===== config.mk =====
export PLATFORM = sky130hd
export DESIGN_NAME = rvm_vector_ctrl
export DESIGN_NICKNAME = d
export VERILOG_FILES = /design/src/design/rvm_pkg.sv /design/src/design/rvm_vector_ctrl.sv /design/src/design/rvm_prio_enc.sv /design/src/design/rvm_reset_sel.sv
export VERILOG_INCLUDE_DIRS = /design/src /design/src/design
export SDC_FILE = /design/constraint.sdc
export NUM_CORES = 1
export LEC_CHECK = 0
export BUFFER_PORTS_ARGS = -buffer_cell sky130_fd_sc_hd__buf_2
export CORE_UTILIZATION = 57
export DETAILED_ROUTE_END_ITERATION = 8
export GPL_TIMING_DRIVEN = 1
export PLACE_DENSITY = 0.86
export SYNTH_ARGS = -nofsm -noshare
export SYNTH_HDL_FRONTEND = slang
export SYNTH_SLANG_ARGS = --single-unit
export TNS_END_PERCENT = 5

===== constraint.sdc =====
create_clock -name core_clk -period 3.77 [get_ports core_clk]
set_clock_uncertainty 0.1 [all_clocks]
set_input_delay 0.1885 -clock core_clk [delete_from_list [all_inputs] [get_ports core_clk]]
set_output_delay 0.1885 -clock core_clk [all_outputs]
set_load 0.1 [all_outputs]

===== src/design/rvm_map.svh =====
// register offsets, reset values, vector figures and wake tables of the vector map
`ifndef RVM_MAP_SVH
`define RVM_MAP_SVH

// register word offsets, decoded from address bits 4:2
`define RVM_OFF_VBASE      3'h0
`define RVM_OFF_CTRL       3'h1
`define RVM_OFF_ENABLE     3'h2
`define RVM_OFF_STATUS     3'h3
`define RVM_OFF_MASK       3'h4
`define RVM_OFF_PEND       3'h5
`define RVM_OFF_VECTORS    3'h6

// control register fields
`define RVM_CTRL_OSC_EN    0
`define RVM_CTRL_WD_LSB    1
`define RVM_CTRL_WD_MSB    3
`define RVM_CTRL_BATLO_EN  4

// status and mask fields
`define RVM_ST_RESET       0
`define RVM_ST_SPURIOUS    1
`define RVM_ST_WAKE        2

// reset values
`define RVM_RST_VBASE      8'hFF
`define RVM_RST_CTRL       5'h00
`define RVM_RST_ENABLE     27'h0000000
`define RVM_RST_STATUS     3'h0
`define RVM_RST_MASK       3'h0

// vector figures
`define RVM_VEC_TOP        16'hFFFE
`define RVM_VEC_CLKMON     16'hFFFC
`define RVM_VEC_WDOG       16'hFFFA
`define RVM_OFF_SPURIOUS   8'h80

// source count and special source positions
`define RVM_NSRC           28
`define RVM_SRC_XREQ       27
`define RVM_SRC_BATT       7
`define RVM_SRC_SUPPLY_OC  5
`define RVM_SRC_PERIODIC   3

// sources allowed to end stop and wait
`define RVM_STOP_WAKE      28'hC06814D
`define RVM_WAIT_WAKE      28'hFFFEFFF

`endif


===== src/design/rvm_pkg.sv =====
// types and shared functions of the reset and interrupt vector map
`include "rvm_map.svh"

package rvm_pkg;

  typedef logic [4:0]  rvm_idx_type;
  typedef logic [15:0] rvm_vec_type;

  typedef enum logic [0:0] {
    FETCH_IDLE  = 1'b0,
    FETCH_ACKED = 1'b1
  } rvm_fetch_type;

  // fixed offset below the vector base for each source, lowest priority first
  function automatic logic [7:0] srcOffset(input rvm_idx_type idx);
    logic [7:0] off;
    off = `RVM_OFF_SPURIOUS;
    unique case (idx)
      5'd0:  off = 8'h82;
      5'd1:  off = 8'h84;
      5'd2:  off = 8'h86;
      5'd3:  off = 8'h88;
      5'd4:  off = 8'h8A;
      5'd5:  off = 8'h8C;
      5'd6:  off = 8'h8E;
      5'd7:  off = 8'hA8;
      5'd8:  off = 8'hAA;
      5'd9:  off = 8'hAC;
      5'd10: off = 8'hAE;
      5'd11: off = 8'hB8;
      5'd12: off = 8'hBA;
      5'd13: off = 8'hC6;
      5'd14: off = 8'hC8;
      5'd15: off = 8'hCE;
      5'd16: off = 8'hD2;
      5'd17: off = 8'hD4;
      5'd18: off = 8'hD6;
      5'd19: off = 8'hD8;
      5'd20: off = 8'hDE;
      5'd21: off = 8'hE8;
      5'd22: off = 8'hEA;
      5'd23: off = 8'hEC;
      5'd24: off = 8'hEE;
      5'd25: off = 8'hF0;
      5'd26: off = 8'hF2;
      5'd27: off = 8'hF4;
      default: off = `RVM_OFF_SPURIOUS;
    endcase
    return off;
  endfunction : srcOffset

  // merge a bus write into a register word under the byte enables
  function automatic logic [31:0] laneMerge(input logic [31:0] old, input logic [31:0] wd,
                                            input logic [3:0] be);
    logic [31:0] res;
    res = old;
    for (int i = 0; i < 4; i++) begin
      if (be[i]) begin
        res[i*8 +: 8] = wd[i*8 +: 8];
      end
    end
    return res;
  endfunction : laneMerge

endpackage : rvm_pkg


===== src/design/rvm_vector_ctrl.sv =====
// reset and interrupt vector map: register slave, priority, vector supply, wake and irq
//
// Design decisions made here: the Avalon-MM register port and the register addresses.
`timescale 1ns/1ps
`default_nettype none

module rvm_vector_ctrl
  import rvm_pkg::*;
(
  // clock and reset
  input  wire logic                core_clk,
  input  wire logic                resetn,
  // avalon-mm slave
  input  wire logic [4:0]          address,
  input  wire logic                read,
  input  wire logic                write,
  input  wire logic [31:0]         writedata,
  input  wire logic [3:0]          byteenable,
  output logic [31:0]              readdata,
  output logic                     waitrequest,
  // interrupt sources, bit 7 is the battery high-level flag
  input  wire logic [`RVM_NSRC-1:0] srcFlag,
  input  wire logic                battLowFlag,
  // reset causes
  input  wire logic                porReset,
  input  wire logic                lowSupplyReset,
  input  wire logic                pinReset,
  input  wire logic                illegalAddrReset,
  input  wire logic                clkMonFail,
  input  wire logic                watchdogTimeout,
  // processor core
  input  wire logic                ccrIMask,
  input  wire logic                ccrXMask,
  input  wire logic                stopMode,
  input  wire logic                waitMode,
  input  wire logic                intAck,
  input  wire logic                vecFetch,
  output logic                     coreIrq,
  output logic [15:0]              vectorAddr,
  output logic                     vectorValid,
  output logic [15:0]              resetVector,
  output logic                     resetValid,
  output logic                     wakeStop,
  output logic                     wakeWait,
  // summary interrupt
  output logic                     irqOut
);

  // registers
  logic [7:0]          vbase_q,     vbase_d;
  logic [4:0]          ctrl_q,      ctrl_d;
  logic [26:0]         enable_q,    enable_d;
  logic [2:0]          status_q,    status_d;
  logic [2:0]          mask_q,      mask_d;
  logic [31:0]         rdata_q,     rdata_d;
  logic                wait_q,      wait_d;
  rvm_fetch_type       fetch_q,     fetch_d;
  rvm_idx_type         ackIdx_q,    ackIdx_d;
  logic                ackValid_q,  ackValid_d;
  logic [15:0]         vec_q,       vec_d;
  logic                vecValid_q,  vecValid_d;
  logic [15:0]         rstVec_q,    rstVec_d;
  logic                rstValid_q,  rstValid_d;
  logic                coreIrq_q,   coreIrq_d;
  logic                wakeStop_q,  wakeStop_d;
  logic                wakeWait_q,  wakeWait_d;
  logic                irq_q,       irq_d;

  // combinational
  logic [`RVM_NSRC-1:0] gated;
  logic                 winFound;
  rvm_idx_type          winIdx;
  logic                 rstActive;
  rvm_vec_type          rstSel;
  logic                 busWrite;
  logic                 spurious;
  logic [2:0]           evSet;
  logic [2:0]           evClr;
  logic [31:0]          merged;

  // request gating by flag, local enable and I mask bit; XREQ by flag and X mask only
  always_comb begin
    gated = '0;
    for (int i = 0; i < `RVM_SRC_XREQ; i++) begin
      gated[i] = srcFlag[i] & enable_q[i] & ~ccrIMask;
    end
    gated[`RVM_SRC_BATT] = ~ccrIMask &
      ((srcFlag[`RVM_SRC_BATT] & enable_q[`RVM_SRC_BATT]) |
       (battLowFlag & ctrl_q[`RVM_CTRL_BATLO_EN]));
    gated[`RVM_SRC_XREQ] = srcFlag[`RVM_SRC_XREQ] & ~ccrXMask;
  end

  rvm_prio_enc u_prio (
    .req    (gated),
    .found  (winFound),
    .winIdx (winIdx)
  );

  rvm_reset_sel u_rst (
    .porReset         (porReset),
    .lowSupplyReset   (lowSupplyReset),
    .pinReset         (pinReset),
    .illegalAddrReset (illegalAddrReset),
    .clkMonFail       (clkMonFail),
    .watchdogTimeout  (watchdogTimeout),
    .oscEnable        (ctrl_q[`RVM_CTRL_OSC_EN]),
    .watchdogRate     (ctrl_q[`RVM_CTRL_WD_MSB:`RVM_CTRL_WD_LSB]),
    .active           (rstActive),
    .vector           (rstSel)
  );

  // bus slave: one wait cycle, write takes effect where waitrequest is low
  always_comb begin
    busWrite = write & ~wait_q;
    wait_d   = ~((read | write) & wait_q);
    rdata_d  = rdata_q;
    if (read & wait_q) begin
      unique case (address[4:2])
        `RVM_OFF_VBASE:   rdata_d = {24'h000000, vbase_q};
        `RVM_OFF_CTRL:    rdata_d = {27'h0000000, ctrl_q};
        `RVM_OFF_ENABLE:  rdata_d = {5'h00, enable_q};
        `RVM_OFF_STATUS:  rdata_d = {29'h00000000, status_q};
        `RVM_OFF_MASK:    rdata_d = {29'h00000000, mask_q};
        `RVM_OFF_PEND:    rdata_d = {4'h0, gated};
        `RVM_OFF_VECTORS: rdata_d = {rstVec_q, vec_q};
        default:          rdata_d = 32'h00000000;
      endcase
    end
  end

  // writable registers
  always_comb begin
    vbase_d  = vbase_q;
    ctrl_d   = ctrl_q;
    enable_d = enable_q;
    mask_d   = mask_q;
    evClr    = 3'h0;
    merged   = 32'h00000000;
    if (busWrite) begin
      unique case (address[4:2])
        `RVM_OFF_VBASE: begin
          merged  = laneMerge({24'h000000, vbase_q}, writedata, byteenable);
          vbase_d = merged[7:0];
        end
        `RVM_OFF_CTRL: begin
          merged = laneMerge({27'h0000000, ctrl_q}, writedata, byteenable);
          ctrl_d = merged[4:0];
        end
        `RVM_OFF_ENABLE: begin
          merged   = laneMerge({5'h00, enable_q}, writedata, byteenable);
          enable_d = merged[26:0];
        end
        `RVM_OFF_STATUS: begin
          merged = laneMerge(32'h00000000, writedata, byteenable);
          evClr  = merged[2:0];
        end
        `RVM_OFF_MASK: begin
          merged = laneMerge({29'h00000000, mask_q}, writedata, byteenable);
          mask_d = merged[2:0];
        end
        default: begin
          merged = 32'h00000000;
        end
      endcase
    end
  end

  // acknowledge and vector fetch
  always_comb begin
    fetch_d    = fetch_q;
    ackIdx_d   = ackIdx_q;
    ackValid_d = ackValid_q;
    vec_d      = vec_q;
    vecValid_d = 1'b0;
    spurious   = 1'b0;
    if (vecFetch) begin
      if (ackValid_q && gated[ackIdx_q]) begin
        vec_d = {vbase_q, srcOffset(ackIdx_q)};
      end else begin
        vec_d    = {vbase_q, `RVM_OFF_SPURIOUS};
        spurious = 1'b1;
      end
      vecValid_d = 1'b1;
      ackValid_d = 1'b0;
      fetch_d    = FETCH_IDLE;
    end else if (intAck) begin
      ackIdx_d   = winIdx;
      ackValid_d = winFound;
      fetch_d    = FETCH_ACKED;
    end
  end

  // reset vector, core request, wake and summary interrupt
  always_comb begin
    rstValid_d = rstActive;
    rstVec_d   = rstActive ? rstSel : rstVec_q;
    coreIrq_d  = |gated;
    wakeStop_d = stopMode & |(gated & `RVM_STOP_WAKE);
    wakeWait_d = waitMode & |(gated & `RVM_WAIT_WAKE);
    evSet      = {wakeStop_d | wakeWait_d, spurious, rstActive};
    status_d   = (status_q & ~evClr) | evSet;
    irq_d      = |(status_d & mask_d);
  end

  always_ff @(posedge core_clk or negedge resetn) begin
    if (!resetn) begin
      vbase_q    <= `RVM_RST_VBASE;
      ctrl_q     <= `RVM_RST_CTRL;
      enable_q   <= `RVM_RST_ENABLE;
      status_q   <= `RVM_RST_STATUS;
      mask_q     <= `RVM_RST_MASK;
      rdata_q    <= 32'h00000000;
      wait_q     <= 1'b1;
      fetch_q    <= FETCH_IDLE;
      ackIdx_q   <= 5'h00;
      ackValid_q <= 1'b0;
      vec_q      <= 16'h0000;
      vecValid_q <= 1'b0;
      rstVec_q   <= `RVM_VEC_TOP;
      rstValid_q <= 1'b0;
      coreIrq_q  <= 1'b0;
      wakeStop_q <= 1'b0;
      wakeWait_q <= 1'b0;
      irq_q      <= 1'b0;
    end else begin
      vbase_q    <= vbase_d;
      ctrl_q     <= ctrl_d;
      enable_q   <= enable_d;
      status_q   <= status_d;
      mask_q     <= mask_d;
      rdata_q    <= rdata_d;
      wait_q     <= wait_d;
      fetch_q    <= fetch_d;
      ackIdx_q   <= ackIdx_d;
      ackValid_q <= ackValid_d;
      vec_q      <= vec_d;
      vecValid_q <= vecValid_d;
      rstVec_q   <= rstVec_d;
      rstValid_q <= rstValid_d;
      coreIrq_q  <= coreIrq_d;
      wakeStop_q <= wakeStop_d;
      wakeWait_q <= wakeWait_d;
      irq_q      <= irq_d;
    end
  end

  assign readdata    = rdata_q;
  assign waitrequest = wait_q;
  assign coreIrq     = coreIrq_q;
  assign vectorAddr  = vec_q;
  assign vectorValid = vecValid_q;
  assign resetVector = rstVec_q;
  assign resetValid  = rstValid_q;
  assign wakeStop    = wakeStop_q;
  assign wakeWait    = wakeWait_q;
  assign irqOut      = irq_q;

  // checks
  logic topCause;
  assign topCause = porReset | lowSupplyReset | pinReset | illegalAddrReset;

  property p_top_reset;
    @(posedge core_clk) disable iff (!resetn)
    topCause |=> resetValid && resetVector == `RVM_VEC_TOP;
  endproperty
  a_top_reset: assert property (p_top_reset) else $error("top reset vector wrong");

  property p_clkmon_reset;
    @(posedge core_clk) disable iff (!resetn)
    (clkMonFail && !topCause) |=>
      (resetValid == $past(ctrl_q[`RVM_CTRL_OSC_EN]) || $past(watchdogTimeout))
      && (!resetValid || resetVector != `RVM_VEC_TOP);
  endproperty
  a_clkmon_reset: assert property (p_clkmon_reset) else $error("clock monitor reset gating");

  property p_wdog_reset;
    @(posedge core_clk) disable iff (!resetn)
    (watchdogTimeout && ctrl_q[3:1] != 3'h0 && !topCause && !clkMonFail)
      |=> resetValid && resetVector == `RVM_VEC_WDOG;
  endproperty
  a_wdog_reset: assert property (p_wdog_reset) else $error("watchdog reset vector wrong");

  property p_priority;
    @(posedge core_clk) disable iff (!resetn)
    (intAck && !vecFetch && gated[`RVM_SRC_XREQ]) |=> ackIdx_q == 5'd27 && ackValid_q;
  endproperty
  a_priority: assert property (p_priority) else $error("highest source not chosen");

  property p_vector_form;
    @(posedge core_clk) disable iff (!resetn)
    vecFetch |=> vectorValid && vectorAddr[15:8] == $past(vbase_q) && !vectorAddr[0];
  endproperty
  a_vector_form: assert property (p_vector_form) else $error("vector not base plus offset");

  property p_battery;
    @(posedge core_clk) disable iff (!resetn)
    (stopMode && gated == 28'h0000080) |=> !wakeStop ##0 $past(gated[`RVM_SRC_BATT]);
  endproperty
  a_battery: assert property (p_battery) else $error("battery woke from stop");

  property p_supply_oc;
    @(posedge core_clk) disable iff (!resetn)
    (waitMode && gated[`RVM_SRC_SUPPLY_OC]) |=> wakeWait;
  endproperty
  a_supply_oc: assert property (p_supply_oc) else $error("over-current missed wait wake");

  property p_periodic;
    @(posedge core_clk) disable iff (!resetn)
    (stopMode && gated[`RVM_SRC_PERIODIC]) |=> wakeStop;
  endproperty
  a_periodic: assert property (p_periodic) else $error("periodic timer missed stop wake");

  property p_masked;
    @(posedge core_clk) disable iff (!resetn)
    (ccrIMask && !(srcFlag[`RVM_SRC_XREQ] && !ccrXMask)) |=> !coreIrq;
  endproperty
  a_masked: assert property (p_masked) else $error("masked request reached core");

  property p_spurious;
    @(posedge core_clk) disable iff (!resetn)
    (vecFetch && !ackValid_q) |=> vectorAddr[7:0] == `RVM_OFF_SPURIOUS;
  endproperty
  a_spurious: assert property (p_spurious) else $error("spurious vector not given");

  c_xreq_vector: cover property (@(posedge core_clk) disable iff (!resetn)
    vectorValid && vectorAddr[7:0] == 8'hF4);
  c_spurious: cover property (@(posedge core_clk) disable iff (!resetn)
    vectorValid && vectorAddr[7:0] == `RVM_OFF_SPURIOUS);
  c_clkmon: cover property (@(posedge core_clk) disable iff (!resetn)
    resetValid && resetVector == `RVM_VEC_CLKMON);
  c_wake_stop: cover property (@(posedge core_clk) disable iff (!resetn) wakeStop);

endmodule : rvm_vector_ctrl

`default_nettype wire


===== src/design/rvm_prio_enc.sv =====
// fixed priority pick of the highest pending interrupt source
`timescale 1ns/1ps
`default_nettype none

module rvm_prio_enc
  import rvm_pkg::*;
(
  // request vector, bit 0 lowest priority
  input  wire logic [`RVM_NSRC-1:0] req,
  // winner
  output logic                      found,
  output rvm_idx_type               winIdx
);

  // higher index holds the higher vector offset and so wins
  always_comb begin
    found  = 1'b0;
    winIdx = 5'd0;
    for (int i = 0; i < `RVM_NSRC; i++) begin
      if (req[i]) begin
        found  = 1'b1;
        winIdx = i[4:0];
      end
    end
  end

endmodule : rvm_prio_enc

`default_nettype wire


===== src/design/rvm_reset_sel.sv =====
// selection of the reset vector from the active reset causes
`timescale 1ns/1ps
`default_nettype none

module rvm_reset_sel
  import rvm_pkg::*;
(
  // causes
  input  wire logic       porReset,
  input  wire logic       lowSupplyReset,
  input  wire logic       pinReset,
  input  wire logic       illegalAddrReset,
  input  wire logic       clkMonFail,
  input  wire logic       watchdogTimeout,
  // arming controls
  input  wire logic       oscEnable,
  input  wire logic [2:0] watchdogRate,
  // result
  output logic            active,
  output rvm_vec_type     vector
);

  logic topCause;
  logic clkCause;
  logic wdCause;

  always_comb begin
    topCause = porReset | lowSupplyReset | pinReset | illegalAddrReset;
    clkCause = clkMonFail & oscEnable;
    wdCause  = watchdogTimeout & (watchdogRate != 3'h0);
    active   = topCause | clkCause | wdCause;
    if (topCause) begin
      vector = `RVM_VEC_TOP;
    end else if (clkCause) begin
      vector = `RVM_VEC_CLKMON;
    end else if (wdCause) begin
      vector = `RVM_VEC_WDOG;
    end else begin
      vector = `RVM_VEC_TOP;
    end
  end

endmodule : rvm_reset_sel

`default_nettype wire


==> impl_results.md <==
* Slowest stage delay, CP at about 0.55 ns
* Chip Width at a little over 100 um
* Wire length of the first global-routing pass at roughly 27,000 um
* Max clock buf depth at 2
* Pin count of the biggest net entering global routing at 82
* Max Cap Viol at 0
* Clock-pin slew on the worst setup and hold paths at roughly 0.10 ns
* Post-synth top area cell: dfrtp_1
* Fraction of layout cells with a size suffix above 1 at 0.324
* Data required time of the critical path at roughly 3.9 ns
* Unrepaired setup endpoints after global routing: no
* Endpoints failing setup at 0
* Hold Violations, Final at 0
* Crit path time final at approximately 2.6 ns
* Number of unique standard cell types used by synthesis at 67
* Number of pins with negative max-slew slack in the final report at 0
* Root Buffer Master: clkbuf_8
* Area growth, synth to finish at 21.6%
* Most instantiated library cell after synthesis: dfrtp_1
* I/O pins at roughly 160
* Final Wtd Congestion at roughly 0.95
* Average cell area after synthesis at around 10 um2
* Syn. warnings at 0
* Final wirelength at roughly 18,000 um
* Area of the mapped netlist at about 5800 um2
* Power density relative to cell area at 547 nW/um2
* Initial core utilization at 0.588
* Clock insertion delay at the later pin of the skew report at between 0.3 and 0.4 ns
* CP startpoint kind: register
* Die Y-Extent at around 100 um
* Clock tree from TritonCTS: done
* Slew at the pin closest to its max-slew limit at about 0.98 ns
* Setup TNS at 0 ns
* Arr. time, crit path at approximately 2.8 ns
* Number of vias in the routed layout at 5,449
* Vias in the first global route at approximately 5,000
* Detailed-placement wirelength estimate at ~12,000 um
* Cell leakage power at around 3.3 nW
* Final routed DRC violation total at 0
* Per-cell routed wire length at approximately 20 um
* Overall Global Routing Usage at 0.346
* Path type of the worst setup path: reg -> reg
* Number of antenna violations at the first check in global routing at 0
* Sort of element at the end of the critical path: register
* Worst slew margin relative to its limit at 0.343
* Achievable frequency at about 0.38 GHz
* Detailed-router iteration count before antenna repair at 9
* EDFF count, synth at 0
* Vias per std cell at 6.28
* Maximum VDD drop at 0.604 mV
* Dominant register cell in the synthesized netlist: dfrtp_1
* Placed Area at 6460 um2
* Most area-consuming cells after synthesis: dfrtp_1, mux2_2, dfstp_2
* Ordered cell list for the critical path: a222oi_1 -> a41oi_1 -> or4_1 -> o21ai_0 -> nand2b_1 -> o211ai_1
* Post-synthesis register bit count at between 100 and 150
* Num CTS Buffers at 9
* Antenna fix cells at 0
* Portion of the clock cycle consumed by the worst path in the final layout at 0.697
* Number of nets in the final layout at just over 800
* Crit path max fanout at 5
* Worst Hold Slack at between 0.02 and 0.025 ns
* Routed Antenna Nets at 0
* Core Area at roughly 9800 um2
* Die Outline Area at roughly 11,000 um2
* Result of the run: complete, no violations
* Finished layout cell area at ~7000 um2
* Commonest cells in the synthesized netlist: dfrtp_1, nand2_1, mux2_2
* Standard cell with the maximum stage delay on the critical path: a222oi_1
* Proportion of register bits with asynchronous set or reset after synthesis at 1.00
* Clk sinks at around 110
* Classification of the worst-slack hold path: in -> reg
* Initial DRC count at 632
* Post-synthesis sequential area ratio at 0.457
* Post-cts resize count at 0
* Site Rows at 36
* Post-synth top area share at 0.407
* Number of cells produced by synthesis at 579
* Total number of H-tree levels at 3
* Port bufs at approximately 130
* Global route overflow at 0
==> layout make-up <==
type / count / area [um2]
clock buffer: 11 / 151
inverter: 10 / 42.5
fill: 727 / 2790
timing repair buffer: 173 / 1050
multi-input combinational: 431 / 2890
tap: 133 / 166
sequential: 105 / 2640
clock inverter: 5 / 86.3
==> critical path, delay by kind of cell, from the launching register on <==
| family | cells | cell delay (ns) |
|---|---|---|
| AOI/OAI and AO/OA | 4 | 1.34 |
| and+or+nand+nor | 2 | 0.62 |
| DFF | 1 | 0.45 |
==> per-layer routing <==
metal  vias to the layer above  track usage  share of wire
li1                       2410            -              -
met1                      2631        0.475           0.40
met2                       340        0.528           0.46
met3                        68       0.0576          0.095
met4                         0        0.185          0.051
met5                         -            0              0
==> registers in the layout, indices dropped and copies added, names as in the netlist <==
register and flops:
status_q 3, readdata 29, irqOut 1, vectorValid 1
enable_q 27, resetValid 1, vectorAddr 15, ackIdx_q 5
ackValid_q 1, mask_q 3, ctrl_q 5, coreIrq 1
wakeStop 1, vbase_q 8, wakeWait 1, waitrequest 1
resetVector 2
==> cell families (layout without fill, tap and decap cells) <==
| family | count (synthesis) | count (layout) | synth area share |
|---|---|---|---|
| AO/OA/AOI/OAI | 186 | 186 | 0.217 |
| adder cells (fa/ha/maj) | 4 | 4 | 0.00866 |
| buffers and inverters | 56 | 199 | 0.0511 |
| flip-flops | 105 | 105 | 0.457 |
| multiplexers | 66 | 66 | 0.136 |
| other | 2 | 15 | 0.00130 |
| AND/OR/NAND/NOR | 160 | 160 | 0.129 |
==> where the power goes <==
| part | total [mW] | switching, mW | internal (mW) |
|---|---|---|---|
| clock network | 0.804 | 0.389 | 0.415 |
| registers | 1.54 | 0.215 | 1.33 |
| logic | 1.50 | 1.09 | 0.415 |
| total | 3.85 | 1.69 | 2.16 |
==> layout by cell type, fill, tap and decap left out, types with 5 or more instances in the layout <==
| cell type | synthesis | routed |
|---|---|---|
| inv_1 | 8 | 8 |
| clkbuf_8 | 0 | 11 |
| a21o_1 | 12 | 12 |
| a22oi_1 | 28 | 28 |
| dlygate4sd3_1 | 0 | 33 |
| nand3_1 | 15 | 15 |
| and2_1 | 5 | 5 |
| dfrtp_1 | 94 | 94 |
| a22o_1 | 8 | 8 |
| a21oi_1 | 27 | 27 |
| buf_4 | 18 | 7 |
| o211ai_1 | 7 | 7 |
| nor3_1 | 5 | 5 |
| conb_1 | 2 | 15 |
| mux2_2 | 60 | 60 |
| o21ai_0 | 53 | 53 |
| a31oi_1 | 7 | 7 |
| buf_2 | 4 | 133 |
| nor2_1 | 27 | 27 |
| dfstp_2 | 11 | 11 |
| nand2b_1 | 10 | 10 |
| nand2_1 | 74 | 74 |
| nor2b_1 | 8 | 8 |
==> what timing repair did <==
action,4_1_cts,5_1_grt
hold buffers,31,2
setup buffers,0,0
endpoints found under the hold margin,98,2
==> metrics by stage <==
step	std cells	setup slack [ns]	utilization	total power, mW
floorplan	592	1.63	-	2.66
global placement	819	1.28	0.658	2.97
detailed placement	819	1.25	0.658	3.01
CTS	866	1.23	0.714	3.83
global route	868	1.08	0.716	4.00
finish	868	1.14	0.716	3.85
==> worst paths after layout <==
check                                   from            to  slack [ns]  depth (start not counted)
worst max-delay path             enable_q[3]        irqOut        1.14                          6
worst min-delay path                  intAck    ackValid_q        0.02                          3
worst max register to register   enable_q[3]        irqOut        1.14                          6
worst min register to register  readdata[26]  readdata[26]        0.38                          2
max in group asynchronous             resetn  readdata[22]        2.24                          3
min in group asynchronous             resetn    resetValid        0.42                          2
Note: power is estimated with default switching activity, not from simulation.
